[src/mta_consts.svh]
// Purpose: Register offsets, control fields and fixed values of the timer.
// Assumes: Included by the top module and the checker.
// Notes:   Definitions only.
`ifndef MTA_CONSTS_SVH
`define MTA_CONSTS_SVH
`define MTA_OFF_CTRL  8'h00
`define MTA_OFF_ACNT  8'h04
`define MTA_OFF_BCNT  8'h08
`define MTA_OFF_BREL  8'h0C
`define MTA_OFF_IRQ   8'h10
`define MTA_ADDR_W    8
`define MTA_CTRL_RST  8'h00
`define MTA_BIT_ASTART 0
`define MTA_BIT_BSTART 1
`define MTA_AMODE_HI  3
`define MTA_AMODE_LO  2
`define MTA_BMODE_HI  5
`define MTA_BMODE_LO  4
`define MTA_BIT_AUP   6
`define MTA_BIT_AFREE 7
`define MTA_IRQ_A     0
`define MTA_IRQ_B     1
`define MTA_ALL_ONES  16'hFFFF
`define MTA_ZERO      16'h0000
`define MTA_ONE       16'h0001
`endif

[src/mta_pkg.sv]
// Purpose: Types shared by the timer design.
// Assumes: Mode fields are two bits wide in the control register.
// Notes:   Enum order matches the control field encoding.
package mta_pkg;
    typedef enum logic [1:0] {
        MTA_A_TIMER,
        MTA_A_EVENT,
        MTA_A_ONESHOT,
        MTA_A_PWM
    } mta_amode_e;
    typedef enum logic [1:0] {
        MTA_B_TIMER,
        MTA_B_EVENT,
        MTA_B_PERIOD,
        MTA_B_WIDTH
    } mta_bmode_e;
endpackage

[src/mta_timer_ab.sv]
// Purpose: Two-group 16-bit multifunction timer with an APB register slave.
// Assumes: One clock sys_clk at 100 MHz, synchronous active-high reset.
// Notes:   Pins are synchronised by two flip-flops before use.
//
// Added by the designer: register access over APB and the address map.
`timescale 1ns/1ps
`default_nettype none
`include "mta_consts.svh"
module mta_timer_ab
    import mta_pkg::*;
#(
    parameter int TICK_DIV = 1
) (
    input  wire logic                   sys_clk,
    input  wire logic                   reset,
    input  wire logic                   psel,
    input  wire logic                   penable,
    input  wire logic                   pwrite,
    input  wire logic [`MTA_ADDR_W-1:0] paddr,
    input  wire logic [31:0]            pwdata,
    output var  logic [31:0]            prdata,
    output var  logic                   pready,
    output var  logic                   pslverr,
    input  wire logic                   a_event_pin,
    input  wire logic                   b_event_pin,
    output var  logic                   group_a_timer_output_pin,
    output var  logic                   a_irq_req,
    output var  logic                   b_irq_req
);
    // ----------------------------------------------------------------
    // Elaboration checks
    // ----------------------------------------------------------------
    if (TICK_DIV < 1 || TICK_DIV > 65535) begin : g_bad_div
        $error("TICK_DIV must lie in 1..65535.");
    end

    // ----------------------------------------------------------------
    // Declarations
    // ----------------------------------------------------------------
    logic [7:0]  ctrl_reg;
    logic [1:0]  irq_reg;
    logic [15:0] div_reg;
    logic        tick;
    logic [2:0]  a_sync_reg;
    logic [2:0]  b_sync_reg;
    logic        a_edge;
    logic        b_rise;
    logic        b_fall;
    logic [15:0] a_cnt_reg;
    logic [15:0] a_rel_reg;
    logic        a_out_reg;
    logic        a_run_reg;
    logic        a_start_prev_reg;
    logic [15:0] b_cnt_reg;
    logic [15:0] b_rel_reg;
    logic        b_first_reg;
    logic        b_start_prev_reg;
    mta_amode_e  a_mode;
    mta_bmode_e  b_mode;
    logic        a_start;
    logic        b_start;
    logic        a_up;
    logic        a_free;
    logic        acc;
    logic        wr;
    logic        a_start_rise;
    logic        a_start_fall;
    logic        b_start_rise;
    logic        a_reload_now;
    logic        a_over_now;
    logic        b_reload_now;
    logic        b_meas_edge;
    logic [15:0] a_pwm_next;
    logic        a_event;
    logic        b_event;
    logic        a_mode_hit;
    logic        b_mode_hit;
    logic [7:0]  new_ctrl;

    // Address decode used only by the error flag.
    function automatic logic mapped(input logic [`MTA_ADDR_W-1:0] a);
        return a == `MTA_OFF_CTRL || a == `MTA_OFF_ACNT || a == `MTA_OFF_BCNT
            || a == `MTA_OFF_BREL || a == `MTA_OFF_IRQ;
    endfunction

    // ----------------------------------------------------------------
    // Field views and event decode
    // ----------------------------------------------------------------
    assign a_mode   = mta_amode_e'(ctrl_reg[`MTA_AMODE_HI:`MTA_AMODE_LO]);
    assign b_mode   = mta_bmode_e'(ctrl_reg[`MTA_BMODE_HI:`MTA_BMODE_LO]);
    assign a_start  = ctrl_reg[`MTA_BIT_ASTART];
    assign b_start  = ctrl_reg[`MTA_BIT_BSTART];
    assign a_up     = ctrl_reg[`MTA_BIT_AUP];
    assign a_free   = ctrl_reg[`MTA_BIT_AFREE];
    assign acc      = psel && penable && pready;
    assign wr       = acc && pwrite;
    assign new_ctrl = pwdata[7:0];
    assign a_start_rise = a_start && !a_start_prev_reg;
    assign a_start_fall = !a_start && a_start_prev_reg;
    assign b_start_rise = b_start && !b_start_prev_reg;
    // Pin edges look only at the second and third stages.
    assign a_edge = a_sync_reg[1] && !a_sync_reg[2];
    assign b_rise = b_sync_reg[1] && !b_sync_reg[2];
    assign b_fall = !b_sync_reg[1] && b_sync_reg[2];
    assign b_meas_edge = (b_mode == MTA_B_WIDTH) ? (b_rise || b_fall) : b_rise;
    assign a_pwm_next  = a_cnt_reg + `MTA_ONE;

    // Reload instants; a read at such an edge sees the boundary value.
    always_comb begin
        a_reload_now = 1'b0;
        a_over_now   = 1'b0;
        case (a_mode)
            MTA_A_TIMER: a_reload_now = a_start && tick && a_cnt_reg == `MTA_ZERO;
            MTA_A_EVENT: begin
                a_over_now   = a_up && a_cnt_reg == `MTA_ALL_ONES;
                a_reload_now = a_start && a_edge && !a_free
                    && (a_over_now || (!a_up && a_cnt_reg == `MTA_ZERO));
            end
            MTA_A_ONESHOT: a_reload_now = a_run_reg && tick && a_cnt_reg == `MTA_ZERO;
            default: a_reload_now = 1'b0;
        endcase
    end

    assign b_reload_now = b_start && b_cnt_reg == `MTA_ZERO
        && ((b_mode == MTA_B_TIMER && tick) || (b_mode == MTA_B_EVENT && b_rise));

    // Request sources of each group, spurious mode-change ones included.
    always_comb begin
        a_event = 1'b0;
        case (a_mode)
            MTA_A_TIMER, MTA_A_EVENT: a_event = a_reload_now;
            MTA_A_ONESHOT: a_event = a_reload_now || (a_start_fall && a_run_reg);
            MTA_A_PWM: a_event = (a_start_fall && a_out_reg)
                || (a_start && tick && a_out_reg && a_pwm_next >= a_rel_reg);
            default: a_event = 1'b0;
        endcase
    end

    // Reset leaves timer mode, so the first selection counts as a change.
    assign a_mode_hit = wr && paddr == `MTA_OFF_CTRL
        && (a_mode == MTA_A_TIMER || a_mode == MTA_A_EVENT)
        && new_ctrl[`MTA_AMODE_HI];
    assign b_mode_hit = wr && paddr == `MTA_OFF_CTRL && b_start
        && b_mode[1] && new_ctrl[`MTA_BMODE_HI]
        && new_ctrl[`MTA_BMODE_LO] != b_mode[0];
    assign b_event = b_reload_now || b_mode_hit
        || (b_start && b_mode[1] && b_meas_edge && !b_first_reg);

    // ----------------------------------------------------------------
    // Count-rate divider and pin synchronisers
    // ----------------------------------------------------------------
    // The tick is a one-cycle enable; counters never run on a slower clock.
    always_ff @(posedge sys_clk) begin
        if (reset || div_reg == 16'(TICK_DIV - 1)) begin
            div_reg <= '0;
        end else begin
            div_reg <= div_reg + 16'h0001;
        end
    end
    assign tick = !reset && div_reg == 16'(TICK_DIV - 1);

    always_ff @(posedge sys_clk) begin
        if (reset) begin
            a_sync_reg <= '0;
            b_sync_reg <= '0;
        end else begin
            a_sync_reg <= {a_sync_reg[1:0], a_event_pin};
            b_sync_reg <= {b_sync_reg[1:0], b_event_pin};
        end
    end

    // ----------------------------------------------------------------
    // APB slave
    // ----------------------------------------------------------------
    // Read data is sampled in the setup cycle, write data in the access cycle; access completes in one cycle.
    always_ff @(posedge sys_clk) begin
        if (reset) begin
            pready  <= 1'b0;
            pslverr <= 1'b0;
            prdata  <= '0;
        end else if (psel && !penable) begin
            pready  <= 1'b1;
            pslverr <= !mapped(paddr);
            prdata  <= '0;
            if (!pwrite) begin
                case (paddr)
                    `MTA_OFF_CTRL: prdata[7:0] <= ctrl_reg;
                    `MTA_OFF_ACNT: prdata[15:0] <= !a_reload_now ? a_cnt_reg
                        : (a_over_now ? `MTA_ZERO : `MTA_ALL_ONES);
                    `MTA_OFF_BCNT: prdata[15:0] <= b_reload_now
                        ? `MTA_ALL_ONES : b_cnt_reg;
                    `MTA_OFF_BREL: prdata[15:0] <= b_rel_reg;
                    `MTA_OFF_IRQ:  prdata[1:0] <= irq_reg;
                    default:       prdata <= '0;
                endcase
            end
        end else begin
            pready  <= 1'b0;
            pslverr <= 1'b0;
        end
    end

    // Control register.
    always_ff @(posedge sys_clk) begin
        if (reset) begin
            ctrl_reg         <= `MTA_CTRL_RST;
            a_start_prev_reg <= 1'b0;
            b_start_prev_reg <= 1'b0;
        end else begin
            a_start_prev_reg <= a_start;
            b_start_prev_reg <= b_start;
            if (wr && paddr == `MTA_OFF_CTRL) begin
                ctrl_reg <= new_ctrl;
            end
        end
    end

    // Request bits: write one to clear, a new request wins the same edge.
    always_ff @(posedge sys_clk) begin
        if (reset) begin
            irq_reg <= '0;
        end else begin
            if (wr && paddr == `MTA_OFF_IRQ) begin
                irq_reg <= irq_reg & ~pwdata[1:0];
            end
            if (a_event || a_mode_hit) begin
                irq_reg[`MTA_IRQ_A] <= 1'b1;
            end
            if (b_event) begin
                irq_reg[`MTA_IRQ_B] <= 1'b1;
            end
        end
    end
    assign a_irq_req = irq_reg[`MTA_IRQ_A];
    assign b_irq_req = irq_reg[`MTA_IRQ_B];

    // ----------------------------------------------------------------
    // Group A counter
    // ----------------------------------------------------------------
    // A free-running event counter keeps wrapping; software must reload
    // it after a stop, since nothing here restores the count.
    always_ff @(posedge sys_clk) begin
        if (reset) begin
            a_cnt_reg <= '0;
            a_rel_reg <= '0;
            a_out_reg <= 1'b0;
            a_run_reg <= 1'b0;
        end else begin
            case (a_mode)
                MTA_A_TIMER: begin
                    a_out_reg <= 1'b0;
                    if (a_start && tick) begin
                        a_cnt_reg <= a_reload_now ? a_rel_reg : a_cnt_reg - `MTA_ONE;
                    end
                end
                MTA_A_EVENT: begin
                    a_out_reg <= 1'b0;
                    if (a_start && a_edge) begin
                        if (a_reload_now) begin
                            a_cnt_reg <= a_rel_reg;
                        end else if (a_up) begin
                            a_cnt_reg <= a_cnt_reg + `MTA_ONE;
                        end else begin
                            a_cnt_reg <= a_cnt_reg - `MTA_ONE;
                        end
                    end
                end
                MTA_A_ONESHOT: begin
                    if (a_start_rise) begin
                        a_cnt_reg <= a_rel_reg;
                        a_run_reg <= 1'b1;
                        a_out_reg <= 1'b1;
                    end else if (a_start_fall && a_run_reg) begin
                        a_run_reg <= 1'b0;
                        a_cnt_reg <= a_rel_reg;
                        a_out_reg <= 1'b0;
                    end else if (a_reload_now) begin
                        a_run_reg <= 1'b0;
                        a_cnt_reg <= a_rel_reg;
                        a_out_reg <= 1'b0;
                    end else if (a_run_reg && tick) begin
                        a_cnt_reg <= a_cnt_reg - `MTA_ONE;
                    end
                end
                MTA_A_PWM: begin
                    a_run_reg <= 1'b0;
                    if (a_start_fall && a_out_reg) begin
                        a_out_reg <= 1'b0;
                    end else if (a_start && tick) begin
                        a_cnt_reg <= a_pwm_next;
                        a_out_reg <= a_pwm_next < a_rel_reg;
                    end
                end
                default: a_out_reg <= 1'b0;
            endcase
            // A halted counter takes the written value so it reads back.
            if (wr && paddr == `MTA_OFF_ACNT) begin
                a_rel_reg <= pwdata[15:0];
                if (!a_start) begin
                    a_cnt_reg <= pwdata[15:0];
                end
            end
        end
    end
    assign group_a_timer_output_pin = a_out_reg;

    // ----------------------------------------------------------------
    // Group B counter
    // ----------------------------------------------------------------
    // Measurement counts up and captures on each active edge; the first
    // capture holds a meaningless span and raises no request.
    always_ff @(posedge sys_clk) begin
        if (reset) begin
            b_cnt_reg   <= '0;
            b_rel_reg   <= '0;
            b_first_reg <= 1'b0;
        end else begin
            if (b_start_rise) begin
                b_first_reg <= 1'b1;
            end
            if (b_start && (b_mode == MTA_B_TIMER ? tick : b_rise)
                && !b_mode[1]) begin
                b_cnt_reg <= b_reload_now ? b_rel_reg : b_cnt_reg - `MTA_ONE;
            end else if (b_start && b_mode[1]) begin
                if (b_meas_edge) begin
                    b_rel_reg   <= b_cnt_reg;
                    b_cnt_reg   <= `MTA_ZERO;
                    b_first_reg <= 1'b0;
                end else if (tick) begin
                    b_cnt_reg <= b_cnt_reg + `MTA_ONE;
                end
            end
            if (wr && paddr == `MTA_OFF_BCNT) begin
                b_rel_reg <= pwdata[15:0];
                if (!b_start) begin
                    b_cnt_reg <= pwdata[15:0];
                end
            end
        end
    end
endmodule // mta_timer_ab
`default_nettype wire

[config.mk]
export PLATFORM = sky130hd
export DESIGN_NAME = mta_timer_ab
export DESIGN_NICKNAME = d
export VERILOG_FILES = /design/src/mta_pkg.sv /design/src/mta_timer_ab.sv
export VERILOG_INCLUDE_DIRS = /design/src
export SDC_FILE = /design/constraint.sdc
export NUM_CORES = 1
export LEC_CHECK = 0
export ABC_AREA = 1
export BUFFER_PORTS_ARGS = -buffer_cell sky130_fd_sc_hd__buf_2
export CAP_MARGIN = 20
export CELL_PAD_IN_SITES_DETAIL_PLACEMENT = 1
export CELL_PAD_IN_SITES_GLOBAL_PLACEMENT = 1
export CORE_ASPECT_RATIO = 1.1
export CORE_MARGIN = 4
export CORE_UTILIZATION = 38
export CTS_CLUSTER_DIAMETER = 80
export CTS_CLUSTER_SIZE = 14
export DETAILED_ROUTE_END_ITERATION = 10
export PLACE_DENSITY_LB_ADDON = 0.12
export SLEW_MARGIN = 30
export SYNTH_ARGS = -nofsm -noshare
export SYNTH_HDL_FRONTEND = slang
export SYNTH_SLANG_ARGS = --single-unit
[constraint.sdc]
create_clock -name sys_clk -period 2.3 [get_ports sys_clk]
set_clock_uncertainty 0.05 [all_clocks]
set_input_delay 0 -clock sys_clk [delete_from_list [all_inputs] [get_ports sys_clk]]
set_output_delay 0 -clock sys_clk [all_outputs]
set_load 0.01 [all_outputs]
==> run_results.csv <==
group,metric,value,unit
yosys,synth_top_family_by_area,"simple AND/OR/NAND/NOR gates",
timing,slew-limit-headroom,0.6173,
setup_path,r2r-start,"a_cnt_reg[1]",
setup_path,cp.arrival,2.73,ns
setup_path,criticalPathCategory,"reg2reg",
yosys,synth-simple-area-share,0.3964,
timing,finalMaxSlewViolations,0,
setup_path,critPathRequiredTime,2.56,ns
setup_path,setup.worst_path.end_class,"register",
timing,worst_slack,-0.1779,ns
cts,cts.clk_slew.worst_paths,0.07,ns
setup_path,timing.critical_path.to,"irq_reg[0]",
cts,cts_num_sinks,119,
cts,clk_latency,0.44,ns
status,violations,"setup timing",
yosys,syn_avg_cell_area,5.818,µm²
die,placeableCoreArea,0.02455,mm²
global_route,antenna_found_initial,0,
timing,setup_viol,29,
routing,vias,12370,
setup_path,start_kind,"register",
yosys,synth_compound_gate_area_share,0.1782,
cells_and_area,num_antenna_cells,0,
timing,maxClockFrequency,0.4036,GHz
yosys,synthCells,1634,
cts,cts_root_buf,"clkbuf_16",
timing,worst_pin_slew,0.5734,ns
yosys,yosys_warnings,0,
status,outcome,"finished, violations left",
routing,post_drt_wl_per_cell,21.72,µm
die,die_area,0.02762,mm²
setup_path,critPathMaxFanout,5,
yosys,ys_types,48,
cells_and_area,layout_common_cells,"nand2_1, nor2_1, buf_4, inv_1, nand3_1",
timing,period_share,1.077,
place,post-place-ws,-0.3068,ns
yosys,synth_xor_area_frac,0.02580,
global_route,grt_usage,0.3159,
yosys,async_flop_share,0,
die,fp-row-count,60,
setup_path,r2r-end,"irq_reg[0]",
cells_and_area,final_nets,1914,
cells_and_area,drive_gt1_frac,0.2522,
yosys,synth_seq_cells,119,
cts,cts.path.max_buffers,2,
place,place.gp.congestion,0.9278,
min_path,worstHoldPathType,"in2reg",
cts,cts_max_level,4,
routing,viasPerCell,5.710,
die,initial_core_util,0.3873,
place,io_buffers,51,
power_and_ir_drop,p_total,5026,µW
routing,drc,0,
cts,tritoncts,"built",
setup_path,path_cells,"ha_4, nand2_4, nor2_4, buf_6, nand4_1, nand2_2, ha_1, nand2_1, inv_2, nand3_1, a31oi_1, nor2_1, nand3_2, nand3_2, nand2_1, a21oi_2, nor2_1",
place,dp_hpwl,32770,µm
timing,hold_viol,0,
cts,cts_made_buffers,17,
cells_and_area,final_common_cell,"nand2_1",
setup_path,cp-startpoint,"a_cnt_reg[1]",
die,io_pins,84,
global_route,grt_overflow_total,0,
die,die_w,158.8,µm
cells_and_area,layout-area-overhead-vs-synth,35.36,%
routing,ant_nets,0,
yosys,synth_fa_ha_area_frac,0.03159,
yosys,yosysSeqAreaShare,0.2506,
setup_path,cp_slowest_stage_delay,0.40,ns
global_route,grt_pass1_vias,12440,
setup_path,path_buf_inv,2,
routing,drt-initial-drc-count,945,
job,cap_violations,0,
power_and_ir_drop,power_density,390.6,mW/mm²
power_and_ir_drop,peakVddDrop,0.0003933,V
timing,finalWorstPathRequiredPeriod,2.478,ns
routing,wl,47050,µm
global_route,grt_pass1_wl,69590,µm
die,fp.dieH,173.9,µm
setup_path,crit_family,"simple AND/OR/NAND/NOR gates",
yosys,synth_edf_count,0,
setup_path,cp.depth,17,
setup_path,r2r_cells,17,
setup_path,reg2reg_slack,-0.18,ns
yosys,syn_area,0.009507,mm²
setup_path,cpMaxStageDelayCell,"dfxtp_4",
yosys,dominantRegCellSynth,"dfxtp_1",
power_and_ir_drop,power.leakage,0.005829,µW
yosys,synth.mux.area_fraction,0,
timing,rsz0062_at_grt,"yes",
global_route,grt_max_degree,38,
routing,drt_pass1_iterations,6,
min_path,whs_path_depth,4,
[worst min path at each step]
stage / startpoint / end / slack, ns
2_1_floorplan: reset / a_start_prev_reg / 0.05
3_3_place_gp: b_event_pin / b_sync_reg[0] / 0.15
3_5_place_dp: b_event_pin / b_sync_reg[0] / 0.17
4_1_cts: paddr[1] / prdata[13] / 0.02
5_1_grt: reset / div_reg[3] / 0.02
6_report: reset / div_reg[3] / 0.003
[per-stage QoR]
| stage | setup TNS, ns | instances | hold WS, ns | area [µm²] | util |
|---|---|---|---|---|---|
| after detailed placement | -5.245 | 2087 | 0.1728 | 11080 | 0.4512 |
| after CTS | -0.2258 | 2146 | 0.02273 | 12090 | 0.4925 |
| after floorplan | 0 | 1649 | 0.04513 | 9563 | - |
| final | -2.035 | 2166 | 0.003072 | 12870 | 0.5242 |
| after global routing | -6.705 | 2166 | 0.02373 | 12870 | 0.5242 |
| after global placement | -1.085 | 2087 | 0.1539 | 11080 | 0.4512 |
[final cells by class]
| cell class | count | area [µm²] |
|---|---|---|
| clock inverter | 15 | 142.6 |
| multi-input combinational | 1270 | 6779 |
| fill | 3327 | 11680 |
| inverter | 170 | 643.1 |
| tap | 310 | 387.9 |
| timing repair buffer | 265 | 2083 |
| clock buffer | 17 | 425.4 |
| sequential | 119 | 2407 |
[worst register-to-register path: cells and delay by family (launching register included)]
| family | cells | cell delay [ns] |
|---|---|---|
| adder cells (fa/ha/maj) | 2 | 0.39 |
| buffers and inverters | 2 | 0.16 |
| AND/OR/NAND/NOR | 11 | 1.12 |
| flip-flops | 1 | 0.40 |
| AO/OA/AOI/OAI | 2 | 0.24 |
[synth_stat cells (2+ instances only)]
master	n	area [µm²]
nand2_2	7	43.79
nor4_1	4	25.02
o211ai_1	13	97.59
inv_2	16	60.06
nor3_1	16	80.08
nand3_2	3	30.03
or2_2	4	25.02
buf_2	24	120.1
nand2_1	455	1708
nand4_1	21	131.4
a31oi_1	8	50.05
ha_1	24	300.3
inv_1	151	566.8
nor4_2	2	25.02
buf_6	2	22.52
and2_1	5	31.28
clkbuf_1	41	153.9
nor2_4	3	33.78
o21ai_1	10	50.05
o21ai_0	107	535.5
nor2_2	8	50.05
a21oi_1	135	675.7
a22oi_1	4	30.03
nor2_1	215	807.0
xor2_1	27	236.5
buf_4	22	165.2
o21a_1	4	30.03
clkinv_1	3	11.26
a311oi_1	16	140.1
o2111ai_1	4	35.03
nand3_1	144	720.7
buf_1	2	7.510
dfxtp_1	119	2382
[routing by layer]
| metal | track usage | vias up | part of all wire |
|---|---|---|---|
| met5 | 0 | - | 0 |
| met1 | 0.3694 | 6005 | 0.40 |
| li1 | - | 5713 | - |
| met2 | 0.5864 | 485 | 0.50 |
| met3 | 0.03652 | 165 | 0.051 |
| met4 | 0.1284 | 0 | 0.052 |
[cell families after synthesis]
group	after synthesis
DFF	119
other	1
adders and majority gates	24
and+or+nand+nor	893
xor gates and xnor gates	28
AOI/OAI and AO/OA	307
buffers and inverters	262
[what timing repair did]
action                                 in CTS  in global routing
endpoints found under the hold margin      63                  0
pin swaps                                  14                 59
gates resized for setup                    52                148
setup endpoints to repair                  48                 57
setup buffers                               4                 16
hold buffers                               22                  0
gates cloned                                1                  4
[power by group]
group / internal (µW) / switching [µW]
registers: 2060 / 2.86
clock network: 1510 / 1220
logic: 78.4 / 159
total: 3650 / 1380
No activity file was read; power rests on OpenSTA's default activity.
